`config.mk`:
```
export PLATFORM = sky130hd
export DESIGN_NAME = mstl_refresh_ctrl
export DESIGN_NICKNAME = d
export VERILOG_FILES = /design/src/shared/mstl_pkg.sv /design/src/rtl/mstl_refresh_counter.sv /design/src/rtl/mstl_refresh_ctrl.sv
export SDC_FILE = /design/constraint.sdc
export NUM_CORES = 1
export LEC_CHECK = 0
export BUFFER_PORTS_ARGS = -buffer_cell sky130_fd_sc_hd__buf_2
export CAP_MARGIN = 10
export CELL_PAD_IN_SITES_DETAIL_PLACEMENT = 1
export CELL_PAD_IN_SITES_GLOBAL_PLACEMENT = 1
export CORE_MARGIN = 4
export CORE_UTILIZATION = 37
export CTS_CLUSTER_SIZE = 40
export DETAILED_ROUTE_END_ITERATION = 12
export GPL_TIMING_DRIVEN = 0
export MAX_ROUTING_LAYER = met4
export PLACE_DENSITY = 0.81
export SLEW_MARGIN = 10
export SYNTH_ARGS = -nofsm -noshare
export SYNTH_HDL_FRONTEND = slang
export SYNTH_SLANG_ARGS = --single-unit
```
`constraint.sdc`:
```
create_clock -name sys_clk -period 1.7 [get_ports sys_clk]
set_clock_uncertainty 0.1 [all_clocks]
set_input_delay 0.17 -clock sys_clk [delete_from_list [all_inputs] [get_ports sys_clk]]
set_output_delay 0.17 -clock sys_clk [all_outputs]
set_load 0.005 [all_outputs]
```
`src/shared/mstl_pkg.sv`:
```
package mstl_pkg;
  // ==========================================
  // refresh address counter
  localparam logic [7:0] REFRESH_COUNT_TOP = 8'hff;
  localparam logic [7:0] REFRESH_COUNT_RESET = 8'h00;
  // load clock divider: one load clock period in system clocks
  localparam int LOAD_CLOCK_DIV = 4;
  localparam logic [3:0] LOAD_DIV_LAST = 4'(LOAD_CLOCK_DIV - 1);
  localparam logic [3:0] LOAD_DIV_RESET = 4'h0;
  // ==========================================
  // bus cycle kinds and states
  typedef enum logic [2:0] {
    MSTL_IDLE = 3'b001,
    MSTL_BUS = 3'b010,
    MSTL_REFRESH = 3'b100
  } mstl_state_t;
endpackage

```
`src/rtl/mstl_refresh_counter.sv`:
```
`timescale 1ns/100ps
module mstl_refresh_counter (
  input wire logic sys_clk,
  input wire logic rst,
  input wire logic load_tick,
  input wire logic blank_n,
  input wire logic line_end,
  output logic at_top,
  output logic [7:0] count
);
  // ==========================================
  // address counter, held cleared while blanked
  logic [7:0] count_reg;
  logic [7:0] count_next;
  logic top_reg;
  logic top_next;

  always_comb begin
    count_next = count_reg;
    top_next = 1'b0;
    if (load_tick) begin
      if (!blank_n) begin
        count_next = mstl_pkg::REFRESH_COUNT_RESET;
      end else begin
        count_next = count_reg + 8'h01;
      end
      // flag top one load period after reaching the top, or at line end
      top_next = (count_reg == mstl_pkg::REFRESH_COUNT_TOP) || line_end;
    end else begin
      top_next = top_reg;
    end
  end

  always_ff @(posedge sys_clk) begin
    if (rst) begin
      count_reg <= mstl_pkg::REFRESH_COUNT_RESET;
      top_reg <= 1'b0;
    end else begin
      count_reg <= count_next;
      top_reg <= top_next;
    end
  end

  assign at_top = top_reg;
  assign count = count_reg;
endmodule

```
`src/rtl/mstl_refresh_ctrl.sv`:
```
`timescale 1ns/100ps
// Notes on behaviour
// - the refresh address counter steps each load clock while unblanked and a request rises at 255 or line end.
// - while the request stands the refresh cycle is the next bus cycle after the current one.
// - the internal request rises exactly two load periods after the counter reaches 255.
// - a bus cycle in progress is held until wait is sampled high, then refresh begins if a request stands, else idle.
module mstl_refresh_ctrl (
  input wire logic sys_clk,
  input wire logic rst,
  input wire logic blank_n,
  input wire logic line_end,
  input wire logic bus_request,
  input wire logic wait_in,
  output logic load_clock,
  output logic refresh_request_low,
  output logic refresh_cycle,
  output logic bus_cycle,
  output logic reset_out_n,
  output logic [7:0] refresh_address
);
  // ==========================================
  // load clock generation
  logic [3:0] div_reg;
  logic [3:0] div_next;
  logic lck_reg;
  logic lck_next;
  logic load_tick;

  always_comb begin
    div_next = div_reg + 4'h1;
    if (div_reg == mstl_pkg::LOAD_DIV_LAST) begin
      div_next = mstl_pkg::LOAD_DIV_RESET;
    end
    lck_next = (div_next < 4'(mstl_pkg::LOAD_CLOCK_DIV / 2));
  end

  assign load_tick = (div_reg == mstl_pkg::LOAD_DIV_LAST);

  always_ff @(posedge sys_clk) begin
    if (rst) begin
      div_reg <= mstl_pkg::LOAD_DIV_RESET;
      lck_reg <= 1'b1;
    end else begin
      div_reg <= div_next;
      lck_reg <= lck_next;
    end
  end

  // ==========================================
  // refresh address counter
  logic at_top;
  logic [7:0] count;

  mstl_refresh_counter u_counter (
    .sys_clk(sys_clk),
    .rst(rst),
    .load_tick(load_tick),
    .blank_n(blank_n),
    .line_end(line_end),
    .at_top(at_top),
    .count(count)
  );

  // ==========================================
  // request and bus cycle sequencing
  mstl_pkg::mstl_state_t state_reg;
  mstl_pkg::mstl_state_t state_next;
  logic req_reg;
  logic req_next;
  logic [7:0] addr_reg;
  logic [7:0] addr_next;

  always_comb begin
    state_next = state_reg;
    req_next = req_reg;
    addr_next = count;
    if (at_top && load_tick) begin
      req_next = 1'b1;
    end
    unique case (state_reg)
      mstl_pkg::MSTL_IDLE: begin
        if (req_reg) begin
          state_next = mstl_pkg::MSTL_REFRESH;
        end else if (bus_request) begin
          state_next = mstl_pkg::MSTL_BUS;
        end
      end
      mstl_pkg::MSTL_BUS: begin
        // any length: only wait high ends it
        if (wait_in) begin
          state_next = req_reg ? mstl_pkg::MSTL_REFRESH : mstl_pkg::MSTL_IDLE;
        end
      end
      mstl_pkg::MSTL_REFRESH: begin
        // wait states come from the outside bus state machine
        if (wait_in) begin
          state_next = mstl_pkg::MSTL_IDLE;
          req_next = at_top && load_tick;
        end
      end
    endcase
  end

  always_ff @(posedge sys_clk) begin
    if (rst) begin
      state_reg <= mstl_pkg::MSTL_IDLE;
      req_reg <= 1'b0;
      addr_reg <= mstl_pkg::REFRESH_COUNT_RESET;
    end else begin
      state_reg <= state_next;
      req_reg <= req_next;
      addr_reg <= addr_next;
    end
  end

  // ==========================================
  // registered outputs
  // request pin gets its own flop so no inverter sits behind the output
  logic refresh_reg;
  logic bus_reg;
  logic rstn_reg;
  logic req_low_reg;

  always_ff @(posedge sys_clk) begin
    if (rst) begin
      refresh_reg <= 1'b0;
      bus_reg <= 1'b0;
      rstn_reg <= 1'b0;
      req_low_reg <= 1'b1;
    end else begin
      refresh_reg <= (state_next == mstl_pkg::MSTL_REFRESH);
      bus_reg <= (state_next == mstl_pkg::MSTL_BUS);
      rstn_reg <= 1'b1;
      req_low_reg <= ~req_next;
    end
  end

  assign load_clock = lck_reg;
  assign refresh_request_low = req_low_reg;
  assign refresh_cycle = refresh_reg;
  assign bus_cycle = bus_reg;
  assign reset_out_n = rstn_reg;
  assign refresh_address = addr_reg;

  // ==========================================
  // checks
  a_req_after_top: assert property (@(posedge sys_clk) disable iff (rst)
    (at_top && load_tick) |=> !refresh_request_low)
    else $error("request missing after count top");
  a_bus_held: assert property (@(posedge sys_clk) disable iff (rst)
    (state_reg == mstl_pkg::MSTL_BUS && !wait_in) |=> state_reg == mstl_pkg::MSTL_BUS)
    else $error("bus cycle ended without wait high");
  a_refresh_next: assert property (@(posedge sys_clk) disable iff (rst)
    (state_reg == mstl_pkg::MSTL_BUS && wait_in && req_reg)
    |=> state_reg == mstl_pkg::MSTL_REFRESH)
    else $error("refresh not next after bus cycle");
  a_req_holds: assert property (@(posedge sys_clk) disable iff (rst)
    (req_reg && state_reg != mstl_pkg::MSTL_REFRESH) |=> req_reg)
    else $error("request dropped before refresh");
  a_refresh_waits: assert property (@(posedge sys_clk) disable iff (rst)
    (state_reg == mstl_pkg::MSTL_REFRESH && !wait_in) |=> refresh_cycle)
    else $error("refresh ended during wait states");
  a_addr_steps: assert property (@(posedge sys_clk) disable iff (rst)
    (load_tick && blank_n) |=> count == $past(count) + 8'h01)
    else $error("address counter did not step");
  a_out_state: assert property (@(posedge sys_clk) disable iff (rst)
    !(refresh_cycle && bus_cycle))
    else $error("bus and refresh cycle together");
  a_tick_period: assert property (@(posedge sys_clk) disable iff (rst)
    load_tick |=> !load_tick [*3] ##1 load_tick)
    else $error("load period wrong");

  // ==========================================
  // request source and release
  a_req_source: assert property (@(posedge sys_clk) disable iff (rst)
    (!req_reg ##1 req_reg) |-> $past(at_top) && $past(load_tick))
    else $error("request rose without count top");
  a_line_end_top: assert property (@(posedge sys_clk) disable iff (rst)
    (line_end && load_tick) |=> at_top)
    else $error("line end did not raise top");
  a_refresh_clears: assert property (@(posedge sys_clk) disable iff (rst)
    (state_reg == mstl_pkg::MSTL_REFRESH && wait_in && !load_tick)
    |=> !req_reg && !refresh_cycle)
    else $error("refresh did not release");
  a_idle_priority: assert property (@(posedge sys_clk) disable iff (rst)
    (state_reg == mstl_pkg::MSTL_IDLE && req_reg) |=> state_reg == mstl_pkg::MSTL_REFRESH)
    else $error("pending request not served next");
  a_refused_bus: assert property (@(posedge sys_clk) disable iff (rst)
    (state_reg == mstl_pkg::MSTL_IDLE && req_reg && bus_request) |=> !bus_cycle)
    else $error("bus cycle taken over pending refresh");

  // ==========================================
  // scenario covers
  c_refresh_run: cover property (@(posedge sys_clk) disable iff (rst)
    state_reg == mstl_pkg::MSTL_REFRESH);
  c_bus_then_refresh: cover property (@(posedge sys_clk) disable iff (rst)
    state_reg == mstl_pkg::MSTL_BUS ##1 state_reg == mstl_pkg::MSTL_REFRESH);
  c_line_end_req: cover property (@(posedge sys_clk) disable iff (rst)
    line_end && load_tick ##1 req_reg);
  c_bus_plain: cover property (@(posedge sys_clk) disable iff (rst)
    state_reg == mstl_pkg::MSTL_BUS ##1 state_reg == mstl_pkg::MSTL_IDLE);
endmodule

```
After elaboration in Yosys (flattened, before gate mapping). Index checks and enable logic that the tools add are counted.

$add $sub $neg: 2. Magnitude comparators: 1. Equality and inequality tests: 7. Mux-type cells: 12. Bitwise operators: 1. Reduce and logical (&&, ||, !) cells: 2.

Operators by type and width (number): $mux 3 (5); $pmux 3 s3 (1); $add 8x1->8 const B (1); $eq 8x8->1 const B (1); $mux 8 (1); $eq 3x2->1 const B (2); $eq 3x3->1 const B (2); $add 4x1->4 const B (1); $eq 4x2->1 const B (1); $lt 4x2->1 const B (1); $mux 1 (4); $mux 4 (1); $eq 3x1->1 const B (1); $logic_and 1x1->1 (1); $logic_or 1x1->1 (1); $not 1->1 (1).

Register bits: 30. Output and inout port bits: 13.

Longest topological paths before layout.
Depth in word-level cells: 6. Gate-level depth with buffers: 6.

Hierarchy. Synthesis repeated with hierarchy kept, for this count alone.

Cell total of the unflattened synthesis: 110. Area, all modules: 1114.8 um^2.

Modules (own cells, without submodules): mstl_refresh_ctrl (instances 1, cells each 66, area each 723.2 um^2, seq. area each 420.4 um^2); mstl_refresh_counter (instances 1, cells each 44, area each 391.6 um^2, seq. area each 180.2 um^2).

Worst setup path after synthesis. Ideal clock, no wire load.

Kind: register to register. Start point: reg div_reg[0]. End point: reg u_counter.count_reg[7], in the netlist u_counter.count[7]. Arrival: 1.489 ns. Setup slack: -0.018 ns. Cell stages (with the launch flop): 7. Path buffers: 1. Path through: dfxtp_1 -> ha_1 -> or3b_1 -> buf_6 -> nor4_4 -> xnor2_1 -> nor2_2.

Cells in the longest elaborated chain, start to end: 1.

Ends and longest elaborated chain: start, declared (RTL line mstl_refresh_ctrl.sv:23) `logic [3:0] div_reg;`; start signal, assigned (RTL line mstl_refresh_ctrl.sv:41) `div_reg <= mstl_pkg::LOAD_DIV_RESET;`; start signal, assigned (RTL line mstl_refresh_ctrl.sv:44) `div_reg <= div_next;`; $eq 4x2->1 (RTL line mstl_refresh_ctrl.sv:37) `assign load_tick = (div_reg == mstl_pkg::LOAD_DIV_LAST);`; end signal, assigned (RTL line mstl_refresh_counter.sv:36) `count_reg <= mstl_pkg::REFRESH_COUNT_RESET;`; end signal, assigned (RTL line mstl_refresh_counter.sv:39) `count_reg <= count_next;`; end, declared (RTL line mstl_refresh_counter.sv:13) `logic [7:0] count_reg;`.

Every way passes these cells. A chain may end at the register's enable or synchronous reset.

Worst setup path in the final report.
Start point: reg div_reg[0]. End point: reg u_counter.count_reg[3], in the netlist u_counter.count[3].

Same word-level chain as after synthesis.

==> results.json <==
{
  "grt-ovfl-total": 0,
  "use_met2_pct": 21.5,
  "met1_usage_pct": 14.2,
  "wl_per_cell_microns": 14.1,
  "hold_path.class": "in -> reg",
  "crit_cells": 5,
  "synth_nets": 124,
  "fp.dieH_microns": 63.4,
  "final_cells": 174,
  "drive_gt1_share_pct": 25.2,
  "hpwl_microns": 1670,
  "critical_path.max_fanout": 7,
  "first_global_vias": 933,
  "worst_ep_required_time_ns": 1.85,
  "io_pins": 19,
  "io_buffers": 17,
  "status": "complete, no violations",
  "cp_slowest_cell": "dfxtp_4",
  "yosysWarnings": 0,
  "synth.most_common_cell": "dfxtp_1",
  "antenna_cells": 0,
  "syn_inst": 116,
  "grt_pass1_wl_microns": 4020,
  "cts_buffers": 5,
  "drc": 0,
  "p_per_area_nw_per_um2": 899,
  "syn_area_sq_um": 1140,
  "rows": 19,
  "post-synth-top-area-cell": "dfxtp_1",
  "yosys-top-cells-count": "dfxtp_1, nor2_1, nand2_1, nor2b_1, nor3_1",
  "hold_viol": 0,
  "grt_use_total_pct": 13.3,
  "max_cap_viol_count": 0,
  "multiInputGateArea_sq_um": 544,
  "post-route-period-util_pct": 97.3,
  "synth_seq_cells": 30,
  "htree_num_levels": 2,
  "vias_per_cell": 5.37,
  "worstSetupEndpointType": "flop",
  "cpLargestDelayFamily": "simple AND/OR/NAND/NOR gates",
  "die_w_microns": 63.4,
  "drtIter0Drc": 6,
  "rsz0062_at_grt": "yes",
  "busiest_layer": "met2",
  "slew_headroom_pct": 70.3,
  "synth_edf_count": 0,
  "cts_buffer_depth": 2,
  "worstHoldPathCells": 3,
  "layout.nets": 151,
  "cts_tree": "built",
  "wl_microns": 2450,
  "antenna_found_initial": 0,
  "core-area_sq_um": 2850,
  "clockRootBuffer": "clkbuf_4",
  "detail-route-antenna-nets": 0,
  "async_flop_share_pct": 0,
  "startpoint_type": "flop",
  "area_growth_pct": 20.4,
  "globalRouteMet3Util_pct": 4.44,
  "gp_congestion": 0.781,
  "synthDistinctLibCells": 34,
  "start_util_pct": 39.8,
  "seq_area_sq_um": 606,
  "worstMarginPinSlew_ns": 0.445,
  "leakage_nw": 0.552,
  "dr_total_vias": 935,
  "synthFlopType": "dfxtp_1",
  "slew_viol_final": 0,
  "path_buf_inv": 1,
  "die-area_sq_um": 4020,
  "cpPeakStageDelay_ns": 0.37,
  "synth.area.top_cells": "dfxtp_1, nor2b_1, nor2_1",
  "cp.arrival_ns": 1.81,
  "clock.fmax_mhz": 604,
  "grt_max_degree": 11,
  "r2r_cells": 5,
  "fin_crit_ns": 1.65,
  "utilization_pct": 47.9,
  "num-fill-cells": 347,
  "cts_sinks": 30,
  "crit_chain": "ha_4 -> or3b_1 -> buf_6 -> or3_1 -> a21oi_1",
  "path_class": "reg -> reg",
  "yosysSeqAreaShare_pct": 52.9,
  "clk_pin_slew_worst_paths_ns": 0.09,
  "clock_latency_ns": 0.32,
  "ir_drop_v": 0.000434,
  "dp_cells": 164,
  "synth_top_area_share_pct": 52.9,
  "syn_area_per_cell_sq_um": 9.79,
  "setup_viol": 0,
  "firstDrtPassIters": 4
}
-- worst reg2reg max path, cell delays in order, from the launching register on --
cell     delay [ns]
dfxtp_4        0.37
ha_4           0.14
or3b_1         0.35
buf_6          0.15
or3_1          0.34
a21oi_1        0.12
-- worst paths after layout --
path	end	slack (ns)	startpoint
setup reg to reg	u_counter.count[3]	0.05	div_reg[0]
setup / recovery	u_counter.count[3]	0.05	div_reg[0]
hold / removal	u_counter.at_top	0.03	line_end
hold reg to reg	u_counter.at_top	0.40	u_counter.at_top
-- cells by family after synthesis --
logic type	Yosys count	synth area share, %
AND/OR/NAND/NOR	58	29.4
multiplexers	1	0.991
adder cells (fa/ha/maj)	2	2.20
buffers and inverters	5	2.31
XOR/XNOR	7	5.40
AO/OA/AOI/OAI	13	6.83
flip-flops	30	52.9
-- metrics by stage --
step                      power [W]  setup slack (ns)  hold WS [ns]  setup TNS [ns]  area [sq um]
after CTS                   0.00123            0.0209        0.0210               0          1360
after detailed placement   0.000844            -0.165         0.352           -1.19          1260
after floorplan            0.000811           0.00609         0.222               0          1140
after global placement     0.000839            -0.142         0.331           -1.03          1260
final                       0.00123            0.0457        0.0330               0          1370
after global routing        0.00129           -0.0201        0.0402         -0.0201          1370
-- layer usage --
layer / part of all wire [%] / up-vias / wire length, microns
met1: 44 / 456 / 1080
met3: 4.9 / 8 / 120
met5: 0 / - / 0
met2: 48 / 21 / 1180
li1: - / 450 / -
met4: 3.0 / 0 / 74
-- cell usage in the layout, fill, tap and decap left out, types with 4 or more instances in the layout --
cell type and n:
nand3_1 5, clkbuf_1 4, nor3_1 5, nor2b_1 9, dfxtp_1 28, buf_2 17, and3_1 4, a21oi_1 4
nor2_1 11, nand2_1 9, xor2_1 4, clkbuf_4 5
-- report_power, final --
group          switching [W]  leakage, nW  internal [W]
Sequential         0.0000178        0.245      0.000725
Clock               0.000218       0.0254      0.000156
Combinational      0.0000593        0.282     0.0000538
Total               0.000295        0.552      0.000934
-- area by class of cell --
| type | instances | share of cell area [%] |
|---|---|---|
| Tap cell | 31 | 2.84 |
| Inverter | 2 | 0.549 |
| Multi-Input combinational cell | 81 | 39.8 |
| Buffer | 3 | 1.37 |
| Clock buffer | 7 | 3.29 |
| Sequential cell | 30 | 44.3 |
| Timing Repair Buffer | 20 | 7.87 |
-- repair_timing --
item | 4_1_cts | 5_1_grt
gates resized for setup | 6 | 1
buffers inserted | 2 | 1
hold buffers | 0 | 0
setup endpoints to repair | 9 | 3
pin swaps | 2 | 2
gates cloned | 0 | 0
(Power assumes the default switching activity.)
